[config.mk]
export PLATFORM = sky130hd
export DESIGN_NAME = fea_receiver
export DESIGN_NICKNAME = d
export VERILOG_FILES = /design/src/hw/fea_pkg.sv /design/src/hw/fea_receiver.sv
export SDC_FILE = /design/constraint.sdc
export NUM_CORES = 1
export LEC_CHECK = 0
export BUFFER_PORTS_ARGS = -buffer_cell sky130_fd_sc_hd__buf_4
export CORE_MARGIN = 3
export CORE_UTILIZATION = 42
export CTS_BUF_LIST = sky130_fd_sc_hd__clkbuf_2
export DETAILED_ROUTE_END_ITERATION = 8
export HOLD_SLACK_MARGIN = 0.12
export PLACE_DENSITY = 0.6
export RECOVER_POWER = 50
export SLEW_MARGIN = 30
export SYNTH_ARGS = -nofsm -noshare
export SYNTH_HDL_FRONTEND = slang
export SYNTH_SLANG_ARGS = --single-unit
[constraint.sdc]
create_clock -name i_core_clk -period 3.1 [get_ports i_core_clk]
set_input_delay 0.62 -clock i_core_clk [delete_from_list [all_inputs] [get_ports i_core_clk]]
set_output_delay 0.62 -clock i_core_clk [all_outputs]
set_load 0.01 [all_outputs]
[src/hw/fea_pkg.sv]
/*
  Package for the far-end alarm code receiver: register offsets, field positions,
  reset values, counts, the framing mode and tracking state codes, and the state record.
  Assumes the receive framer codes its framing mode as listed below.
*/
package fea_pkg;

  // ****************************************************************
  // Register map, byte addresses on the Avalon-MM slave
  // ****************************************************************
  localparam logic [4:0]  FEA_ADDR_CTRL   = 5'h00;
  localparam logic [4:0]  FEA_ADDR_STATUS = 5'h04;
  localparam logic [4:0]  FEA_ADDR_CODE   = 5'h08;
  localparam logic [4:0]  FEA_ADDR_STACK  = 5'h0C;

  // Control register fields and value after reset.
  localparam int          FEA_CTRL_SINGLE  = 0;
  localparam int          FEA_CTRL_MSG_IE  = 1;
  localparam int          FEA_CTRL_IDLE_IE = 2;
  localparam int          FEA_CTRL_SNE_IE  = 3;
  localparam logic [3:0]  FEA_CTRL_RESET   = 4'h0;

  // Status register fields.
  localparam int          FEA_STAT_NEW  = 0;
  localparam int          FEA_STAT_IDLE = 1;
  localparam int          FEA_STAT_SNE  = 2;
  localparam int          FEA_STAT_MSG  = 3;

  // Stack register fields above the six code bits.
  localparam int          FEA_STK_VALID = 6;
  localparam int          FEA_STK_MORE  = 7;

  // ****************************************************************
  // Counts
  // ****************************************************************
  localparam logic [4:0]  FEA_IDLE_ONES   = 5'h10;
  localparam logic [4:0]  FEA_VALID_COUNT = 5'h09;
  localparam logic [1:0]  FEA_STACK_DEPTH = 2'h3;
  localparam logic [7:0]  FEA_PAT_ONES    = 8'hFF;

  // ****************************************************************
  // Types
  // ****************************************************************
  typedef enum logic [2:0]
  {
    FEA_FRM_M13  = 3'h0,
    FEA_FRM_M23  = 3'h1,
    FEA_FRM_CBIT = 3'h2,
    FEA_FRM_G751 = 3'h3,
    FEA_FRM_G832 = 3'h4
  } fea_frm_type;

  typedef enum logic [1:0]
  {
    FEA_TRK_INIT = 2'b00,
    FEA_TRK_TENT = 2'b01,
    FEA_TRK_ALT  = 2'b11
  } fea_trk_type;

  typedef struct packed
  {
    logic [3:0]       ctrl;
    logic [15:0]      shreg;
    logic [4:0]       ones;
    fea_trk_type      trk;
    logic [5:0]       tent;
    logic [5:0]       alt;
    logic [3:0]       mcnt;
    logic             msg;
    logic             new_flag;
    logic             ret_flag;
    logic [7:0]       code_byte;
    logic [2:0][5:0]  stk;
    logic [1:0]       scnt;
    logic [5:0]       last_word;
    logic             was_idle;
    logic             ack;
    logic             wait_r;
    logic [31:0]      rdata;
    logic             irq;
  } fea_state_type;

endpackage : fea_pkg

[src/hw/fea_receiver.sv]
/*
  Far-end alarm code receiver for one DS3 port: pattern and idle detection on the
  C13 overhead bit, single or nine-repeat tracking, message and idle flags, a
  three-entry code stack and an Avalon-MM register slave with waitrequest.
  Assumes the framer delivers each C13 bit with a one-cycle strobe on i_core_clk.
*/
// Summary of operation
// - Input is the C13 bit in C-bit parity.
// - Pattern 0xxxxxx011111111, six-bit code word proper.
// - Receiver disabled in M13, M23 and E3 modes.
// - Single mode: one pattern is a valid word.
// - Multiple mode: nine identical propers make valid.
// - First pattern: tentative word, counter one.
// - Match adds one; mismatch saves alternative word.
// - With alternative, tentative match adds two.
// - Alternative match promotes; neither match shifts both.
// - Exact compare, no overhead errors, gaps ignored.
// - Sixteen consecutive ones is a valid idle.
// - Valid word: code byte, new flag, message state.
// - Reading code byte clears new-message flag.
// - Message state: idle sets return flag, state idle.
// - Code byte unbuffered; new word overwrites.
// - Detection always on; three interrupt enables.
// - Three-entry code stack, always active.
// - Stack read: code, valid, more; empty reads zero.
// - Not-empty status raises interrupt unless masked.
// - Push on new word, empty stack, leaving idle.
// - Push onto full stack discards oldest.
`timescale 1ns/10ps
module fea_receiver
  import fea_pkg::*;
(
  input  wire logic         i_core_clk,
  input  wire logic         i_rst_n,
  input  wire logic         i_oh_bit_valid,
  input  wire logic         i_oh_bit,
  input  wire logic [2:0]   i_framing_mode,
  input  wire logic [4:0]   i_avs_address,
  input  wire logic         i_avs_read,
  input  wire logic         i_avs_write,
  input  wire logic [31:0]  i_avs_writedata,
  output logic [31:0]       o_avs_readdata,
  output logic              o_avs_waitrequest,
  output logic              o_irq
);

  // ****************************************************************
  // State record
  // ****************************************************************
  fea_state_type st;
  fea_state_type next_st;

  logic        frm_on;
  logic        bit_take;
  logic [15:0] shift_in;
  logic        pat_hit;
  logic [5:0]  hit_code;
  logic        idle_hit;
  logic        valid_cw;
  logic [4:0]  tent_sum;
  logic        push;
  logic        pop;
  logic        rd_done;
  logic        wr_done;
  logic [5:0]  push_word;

  // The channel only exists in C-bit parity framing; elsewhere all detection is held off.
  assign frm_on   = (i_framing_mode == FEA_FRM_CBIT);
  assign bit_take = i_oh_bit_valid && frm_on;
  assign shift_in = {i_oh_bit, st.shreg[15:1]};

  // The oldest bit sits at the bottom, so the eight ones lead and the framing zeros close.
  // Exact compare: any overhead bit in error simply gives no hit.
  assign pat_hit  = bit_take && (shift_in[7:0] == FEA_PAT_ONES) && !shift_in[8]
                    && !shift_in[15];
  assign hit_code = shift_in[14:9];

  // Idle fires once, on the sixteenth one in a row.
  assign idle_hit = bit_take && i_oh_bit && (st.ones == (FEA_IDLE_ONES - 5'h01));

  // Bus effects take place at the edge where the master sees waitrequest low.
  assign rd_done  = st.ack && i_avs_read;
  assign wr_done  = st.ack && i_avs_write && (i_avs_address == FEA_ADDR_CTRL);

  // ****************************************************************
  // Next-state logic
  // ****************************************************************
  // All detection, tracking, flag, stack and bus behaviour is computed here.
  always_comb
  begin
    next_st   = st;
    valid_cw  = 1'b0;
    tent_sum  = 5'h00;
    push      = 1'b0;
    pop       = 1'b0;
    push_word = hit_code;

    // Software control; detection itself has no off switch.
    if (wr_done)
    begin
      next_st.ctrl = i_avs_writedata[3:0];
    end

    // Pattern shifter and run-of-ones counter.
    if (!frm_on)
    begin
      next_st.shreg = 16'h0000;
      next_st.ones  = 5'h00;
      next_st.trk   = FEA_TRK_INIT;
      next_st.mcnt  = 4'h0;
      next_st.msg   = 1'b0;
    end
    else if (bit_take)
    begin
      // After a hit the shifter restarts so no two patterns share bits; gaps are ignored.
      next_st.shreg = pat_hit ? 16'h0000 : shift_in;
      if (!i_oh_bit)
      begin
        next_st.ones = 5'h00;
      end
      else if (st.ones != FEA_IDLE_ONES)
      begin
        next_st.ones = st.ones + 5'h01;
      end
    end

    // Word detection: single mode or the repeat tracker.
    if (pat_hit)
    begin
      if (st.ctrl[FEA_CTRL_SINGLE])
      begin
        valid_cw = 1'b1;
      end
      else
      begin
        unique case (st.trk)
          FEA_TRK_INIT:
          begin
            next_st.tent = hit_code;
            next_st.mcnt = 4'h1;
            next_st.trk  = FEA_TRK_TENT;
          end
          FEA_TRK_TENT:
          begin
            if (hit_code == st.tent)
            begin
              tent_sum = {1'b0, st.mcnt} + 5'h01;
              if (tent_sum >= FEA_VALID_COUNT)
              begin
                valid_cw    = 1'b1;
                next_st.trk = FEA_TRK_INIT;
              end
              else
              begin
                next_st.mcnt = tent_sum[3:0];
              end
            end
            else
            begin
              next_st.alt = hit_code;
              next_st.trk = FEA_TRK_ALT;
            end
          end
          FEA_TRK_ALT:
          begin
            if (hit_code == st.tent)
            begin
              tent_sum = {1'b0, st.mcnt} + 5'h02;
              if (tent_sum >= FEA_VALID_COUNT)
              begin
                valid_cw    = 1'b1;
                next_st.trk = FEA_TRK_INIT;
              end
              else
              begin
                next_st.mcnt = tent_sum[3:0];
                next_st.trk  = FEA_TRK_TENT;
              end
            end
            else if (hit_code == st.alt)
            begin
              next_st.tent = st.alt;
              next_st.mcnt = 4'h2;
              next_st.trk  = FEA_TRK_TENT;
            end
            else
            begin
              next_st.tent = st.alt;
              next_st.mcnt = 4'h1;
              next_st.alt  = hit_code;
            end
          end
          default:
          begin
            next_st.trk = FEA_TRK_INIT;
          end
        endcase
      end
    end

    // Flag clears from software reads; a set in the same cycle below wins.
    // The new flag clears only if the byte read is still the one held, so a fresh
    // word landing between capture and read is not lost.
    if (rd_done && (i_avs_address == FEA_ADDR_CODE) && (st.rdata[7:0] == st.code_byte))
    begin
      next_st.new_flag = 1'b0;
    end
    if (rd_done && (i_avs_address == FEA_ADDR_STATUS) && st.rdata[FEA_STAT_IDLE])
    begin
      next_st.ret_flag = 1'b0;
    end

    // Message state machine; a valid word is handled the same in either state.
    if (valid_cw)
    begin
      next_st.code_byte = {1'b0, hit_code, 1'b0};
      next_st.new_flag  = 1'b1;
      next_st.msg       = 1'b1;
    end
    else if (idle_hit && st.msg)
    begin
      next_st.ret_flag = 1'b1;
      next_st.msg      = 1'b0;
    end

    // Remember an idle channel so the next word after it is always stacked.
    if (idle_hit)
    begin
      next_st.was_idle = 1'b1;
    end

    // Stack pushes and pops; the stack runs whatever the control bits say.
    push = valid_cw && ((hit_code != st.last_word) || (st.scnt == 2'h0)
                        || st.was_idle);
    pop  = rd_done && (i_avs_address == FEA_ADDR_STACK) && st.rdata[FEA_STK_VALID];
    if (pop && (next_st.scnt != 2'h0))
    begin
      next_st.stk[0] = next_st.stk[1];
      next_st.stk[1] = next_st.stk[2];
      next_st.scnt   = next_st.scnt - 2'h1;
    end
    if (push)
    begin
      if (next_st.scnt == FEA_STACK_DEPTH)
      begin
        // No overrun indication exists; the oldest unread word is simply lost.
        next_st.stk[0] = next_st.stk[1];
        next_st.stk[1] = next_st.stk[2];
        next_st.stk[2] = push_word;
      end
      else
      begin
        next_st.stk[next_st.scnt] = push_word;
        next_st.scnt              = next_st.scnt + 2'h1;
      end
      next_st.last_word = push_word;
      next_st.was_idle  = 1'b0;
    end

    // Bus slave: one wait cycle, then a one-cycle answer with registered data.
    next_st.ack    = (i_avs_read || i_avs_write) && !st.ack;
    next_st.wait_r = !next_st.ack;
    next_st.rdata  = 32'h0000_0000;
    if (next_st.ack && i_avs_read)
    begin
      unique case (i_avs_address)
        FEA_ADDR_CTRL:   next_st.rdata[3:0] = st.ctrl;
        FEA_ADDR_STATUS: next_st.rdata[3:0] = {st.msg, (st.scnt != 2'h0),
                                               st.ret_flag, st.new_flag};
        FEA_ADDR_CODE:   next_st.rdata[7:0] = st.code_byte;
        FEA_ADDR_STACK:
        begin
          // Empty stack: valid and more are zero and the code bits read as zero.
          if (st.scnt != 2'h0)
          begin
            next_st.rdata[5:0]           = st.stk[0];
            next_st.rdata[FEA_STK_VALID] = 1'b1;
            next_st.rdata[FEA_STK_MORE]  = (st.scnt > 2'h1);
          end
        end
        default:         next_st.rdata = 32'h0000_0000;
      endcase
    end

    // One interrupt line gathers the three masked sources.
    next_st.irq = (next_st.new_flag && next_st.ctrl[FEA_CTRL_MSG_IE])
                  || (next_st.ret_flag && next_st.ctrl[FEA_CTRL_IDLE_IE])
                  || ((next_st.scnt != 2'h0) && next_st.ctrl[FEA_CTRL_SNE_IE]);
  end

  // ****************************************************************
  // State register
  // ****************************************************************
  // Everything resets to constants; waitrequest rests high between accesses.
  always_ff @(posedge i_core_clk or negedge i_rst_n)
  begin
    if (!i_rst_n)
    begin
      st           <= '0;
      st.ctrl      <= FEA_CTRL_RESET;
      st.trk       <= FEA_TRK_INIT;
      st.wait_r    <= 1'b1;
    end
    else
    begin
      st <= next_st;
    end
  end

  assign o_avs_readdata    = st.rdata;
  assign o_avs_waitrequest = st.wait_r;
  assign o_irq             = st.irq;
endmodule : fea_receiver
Word-level counts from Yosys, hierarchy flattened
Index checks and enable logic that the tools add are counted.
{"block": "totals", "word_cells": 150, "ff_bits": 114, "in_bits": 46}
{"block": "classes", "order_cmp": 5, "n_bitwise": 1, "reduce_logical": 44, "n_eq_ne": 20, "n_addsub": 5, "muxes": 53}
{"operator": "21-bit 2-to-1 mux", "count": 3}
{"operator": "18-bit 2-to-1 mux", "count": 3}
{"operator": "1-bit logical AND", "count": 24}
{"operator": "6-bit case mux with 2 select lines", "count": 2}
{"operator": "4-bit 2-to-1 mux", "count": 5}
{"operator": "18-bit bitwise mux", "count": 1}
{"operator": "6-bit 2-to-1 mux", "count": 3}
{"operator": "16-bit 2-to-1 mux", "count": 1}
{"operator": "8-bit 2-to-1 mux", "count": 2}
{"operator": "4-bit case mux with 4 select lines", "count": 1}
{"operator": "5-bit by 4-bit == test with 1-bit output, second input constant", "count": 3}
{"operator": "1-bit 2-to-1 mux", "count": 15}
{"operator": "5-bit 2-to-1 mux", "count": 3}
{"operator": "14-bit 2-to-1 mux", "count": 1}
{"operator": "2-bit 2-to-1 mux", "count": 7}
{"operator": "6-bit demux with 2-bit select", "count": 1}
{"operator": "6-bit == test", "count": 2}
{"operator": "12-bit 2-to-1 mux", "count": 1}
{"operator": "4-bit case mux with 3 select lines", "count": 1}
{"operator": "5-bit by 4-bit greater-or-equal comparator with 1-bit output, second input constant", "count": 2}
{"operator": "2-bit nonzero test", "count": 5}
{"operator": "8-bit by 7-bit == test with 1-bit output", "count": 1}
{"operator": "8-bit == test, second input constant", "count": 1}
{"operator": "4-bit case mux with 2 select lines", "count": 1}
{"operator": "other kinds (28)", "count": 39}

Longest topological paths before layout
{"block": "depth", "word_depth": 15, "mapped_depth": 11}

Worst setup path after synthesis
Ideal clock, no wire load.
{"block": "synth_path", "path_kind": "input port to flip-flop", "start": "input i_oh_bit", "end": "register st[77] (netlist name)", "stages": 7, "arrival_time_ns": 2.652, "path_buffers": 2, "setup_ns": 0.125, "path_slack_ns": 0.323, "cell_sequence": "nand3b_4 or4b_1 or3_1 buf_2 or4_4 buf_6 mux2_4"}
{"block": "synth_between", "elab_chain_len": 3}
{"element": "start, declared", "line_no": "fea_receiver.sv:36", "text": "input wire logic i_oh_bit,"}
{"element": "1-bit logical NOT"}
{"element": "1-bit logical AND", "line_no": "fea_receiver.sv:75", "text": "&& !shift_in[15];"}
{"element": "6-bit AND reduction (no source line)"}
{"element": "end signal, assigned", "line_no": "fea_receiver.sv:306", "text": "st <= next_st;"}
{"element": "end, declared", "line_no": "fea_receiver.sv:50", "text": "fea_state_type st;"}
Every way passes these cells.
A chain may end at the register's enable or synchronous reset.

==> results.yml <==
run_status:
  status: "finished with violations"
  violations: "capacitance limit, slew limit"
sta:
  setup_viol: 0
  fin_crit_ps: 2920
  fmax_mhz: 342
  relSlewSlack: -0.473
  fin_skew_ps: 49.9
  tightest_slew_ps: 2210
  hold_viol: 0
  finalMaxSlewViolations: 90
  period_share: 0.944
floorplan:
  row_count: 40
  io_pins: 80
  initial_utilization: 0.432
  fp.coreArea_sq_um: 12100
  die_y_um: 117
  die_area_sq_um: 13800
  die_w_um: 117
finish:
  diodes: 0
  fill_cells: 1147
  syn_to_final_growth_pct: 9.30
  drive_above_1_share: 0.193
  nNetsFinal: 638
  fin_cells: 754
pwr:
  power_density_nw_per_um2: 329
  vdd_drop_max_uv: 131
  p_leak_nw: 2.78
  p_total_mw: 1.87
cts:
  clk_pin_slew_ps: 280
  clock_tree.root_cell: "clkbuf_2"
  cts_buffers: 9
  cts_tree: "done"
  post_cts_buffers: 0
  clockBufferDepth: 2
  clkSinkCount: 89
  cts_htree_levels: 3
  worstSkewPairLatency_ps: 590
logic_synthesis:
  synth-seq-cells: 89
  synth-main-ff-cell: "dfrtp_1"
  synthTopCellsByCount: "dfrtp_1, nor2_1, nand2_1"
  synth_cells: 554
  synth_top_area_share: 0.423
  synth_enable_flop_cells: 0
  syn-cell-area_sq_um: 5200
  yosysWarnings: 0
  yosysMostFrequentCell: "dfrtp_1"
  async_flop_share: 1.00
  yosysTopAreaCell: "dfrtp_1"
  seq_area_frac_synth: 0.428
  netlist-cell-type-count: 59
  synth_area_per_cell_sq_um: 9.40
  ys_top_cells_by_area: "dfrtp_1, buf_4, nor2_1"
grt:
  grt_max_degree: 90
  track_usage: 0.177
  grt_pass1_vias: 3872
  grt-ovfl-total: 0
  grt_first_pass_wirelength_um: 20100
  antenna_found_initial: 0
placed_design:
  dpl.hpwl_um: 8390
  dp.cells: 737
  io_buffers: 27
  place.gp.congestion: 0.829
detailed_routing:
  antenna_left: 0
  drt_first_pass_iters: 7
  drtIter0Drc: 428
  drc: 0
  drt-wirelength-per-cell_um: 15.9
  vias_per_cell: 5.38
  dr_total_vias: 4059
  drt_wl_total_um: 12000
flow_run:
  maxCapViolCount: 1
min_path:
  hold-path-endpoint: "st[112]$_DFFE_PN0P_"
  min_path_type: "input pin to register"
  hold_path_depth: 2
  hold_path.startpoint: "i_avs_writedata[0]"
critical_path:
  max_stage_delay_ps: 540
  r2r_setup_slack_ps: 180
  slowest_stage: "dfrtp_1"
  crit_chain: "ha_1 -> or2_2 -> a2111oi_1 -> buf_4 -> o31ai_2 -> and3_2 -> nand2_1 -> a31oi_2 -> a31oi_1"
  start_kind: "register"
  crit_required_ps: 3600
  r2r-start: "st[73]$_DFFE_PN0P_"
  crit_type: "register to register"
  arrival_ps: 3420
  timing.rr.end: "st[45]$_DFF_PN0_"
  endpoint_kind: "register"
  reg2reg_depth: 9
  cp_max_fo: 9
## per-layer routing
| metal | wire length, um | up-vias | share of wire | track usage |
|---|---|---|---|---|
| met4 | 142 | 0 | 0.012 | 0.0469 |
| li1 | - | 1962 | - | - |
| met2 | 5440 | 107 | 0.45 | 0.269 |
| met5 | 0 | - | 0 | 0 |
| met1 | 5840 | 1976 | 0.49 | 0.260 |
| met3 | 561 | 14 | 0.047 | 0.0323 |
## cells by family after synthesis
logic type,Yosys count,share of synthesized area
buffers and inverters,77,0.0810
AND/OR/NAND/NOR,202,0.196
flip-flops,89,0.428
other,1,0.000720
AO/OA/AOI/OAI,115,0.150
XOR/XNOR,26,0.0438
adder cells (fa/ha/maj),11,0.0264
multiplexers,33,0.0736
## report_power, final
group / switching (mW) / total, mW / internal [mW]
combinational: 0.0726 / 0.110 / 0.0373
sequential: 0.0125 / 1.19 / 1.18
clock: 0.455 / 0.575 / 0.120
total: 0.540 / 1.87 / 1.33
## cell type report
cell class / count / area [sq um] / share of cell area
Sequential cell: 89 / 2230 / 0.392
Tap cell: 168 / 210 / 0.0369
Inverter: 13 / 48.8 / 0.00858
Multi-Input combinational cell: 411 / 2660 / 0.468
Timing Repair Buffer: 57 / 433 / 0.0761
Clock buffer: 9 / 45.0 / 0.00792
Clock inverter: 7 / 61.3 / 0.0108
## worst max-delay path: cells and delay by family, from the launching register on
family | cells | cell delay (ps)
AO/OA/AOI/OAI | 4 | 960
AND/OR/NAND/NOR | 3 | 860
flip-flops | 1 | 540
adder cells (fa/ha/maj) | 1 | 300
buffers and inverters | 1 | 190
## cells in the final DEF, fill, tap and decap left out, types with 3 or more instances in the layout
master and n:
buf_4 51, o211ai_1 5, nand4_1 4, xor2_1 19
clkbuf_2 10, and3_1 10, nand3_1 12, ha_1 11
nand2_1 49, xnor2_1 7, nor2b_1 6, a222oi_1 3
a31oi_1 6, o31ai_1 6, o21ai_0 29, a22oi_1 3
and4_1 3, inv_1 13, a211oi_1 12, dfrtp_1 88
nor3_1 16, nand2b_1 7, nor2_1 57, or2_2 9
mux2_2 18, a21o_1 3, or3_1 5, mux2_4 6
a22o_1 12, conb_1 24, a21oi_1 16, mux2i_1 9
nand4b_1 7, nor4_1 4
## sequential cells by signal, indices dropped and copies added (netlist names)
register	flops
st	64
shift_in	9
o_avs_readdata	8
hit_code	6
o_avs_waitrequest	1
o_irq	1
## per-stage QoR
step	setup TNS, ps	hold slack [ps]	utilization	worst slack (ps)	instance area (sq um)
after global routing	-0.818	204	0.472	-0.818	5690
final	0	242	0.472	175	5690
after floorplan	0	324	-	323	5290
after CTS	0	218	0.472	96.1	5700
after global placement	0	469	0.462	46.7	5570
after detailed placement	0	477	0.462	16.6	5570
## worst max-delay path by stage
stage	start	to	slack, ps	cells past startpoint
after floorplan	i_oh_bit	st[77]$_DFFE_PN0P_	320	7
after global placement	i_framing_mode[0]	st[46]$_DFF_PN0_	50	8
after detailed placement	st[73]$_DFFE_PN0P_	st[46]$_DFF_PN0_	20	9
after CTS	st[73]$_DFFE_PN0P_	st[46]$_DFF_PN0_	100	9
after global routing	st[73]$_DFFE_PN0P_	st[46]$_DFF_PN0_	-0.8	10
final	st[73]$_DFFE_PN0P_	st[45]$_DFF_PN0_	180	9
## repair_timing
item | in CTS | in global routing
setup endpoints to repair | 4 | 8
gates cloned | 0 | 0
hold endpoints to repair | 88 | 0
gates resized for setup | 1 | 4
hold buffers | 1 | 0
Note: power is estimated with default switching activity, not from simulation.
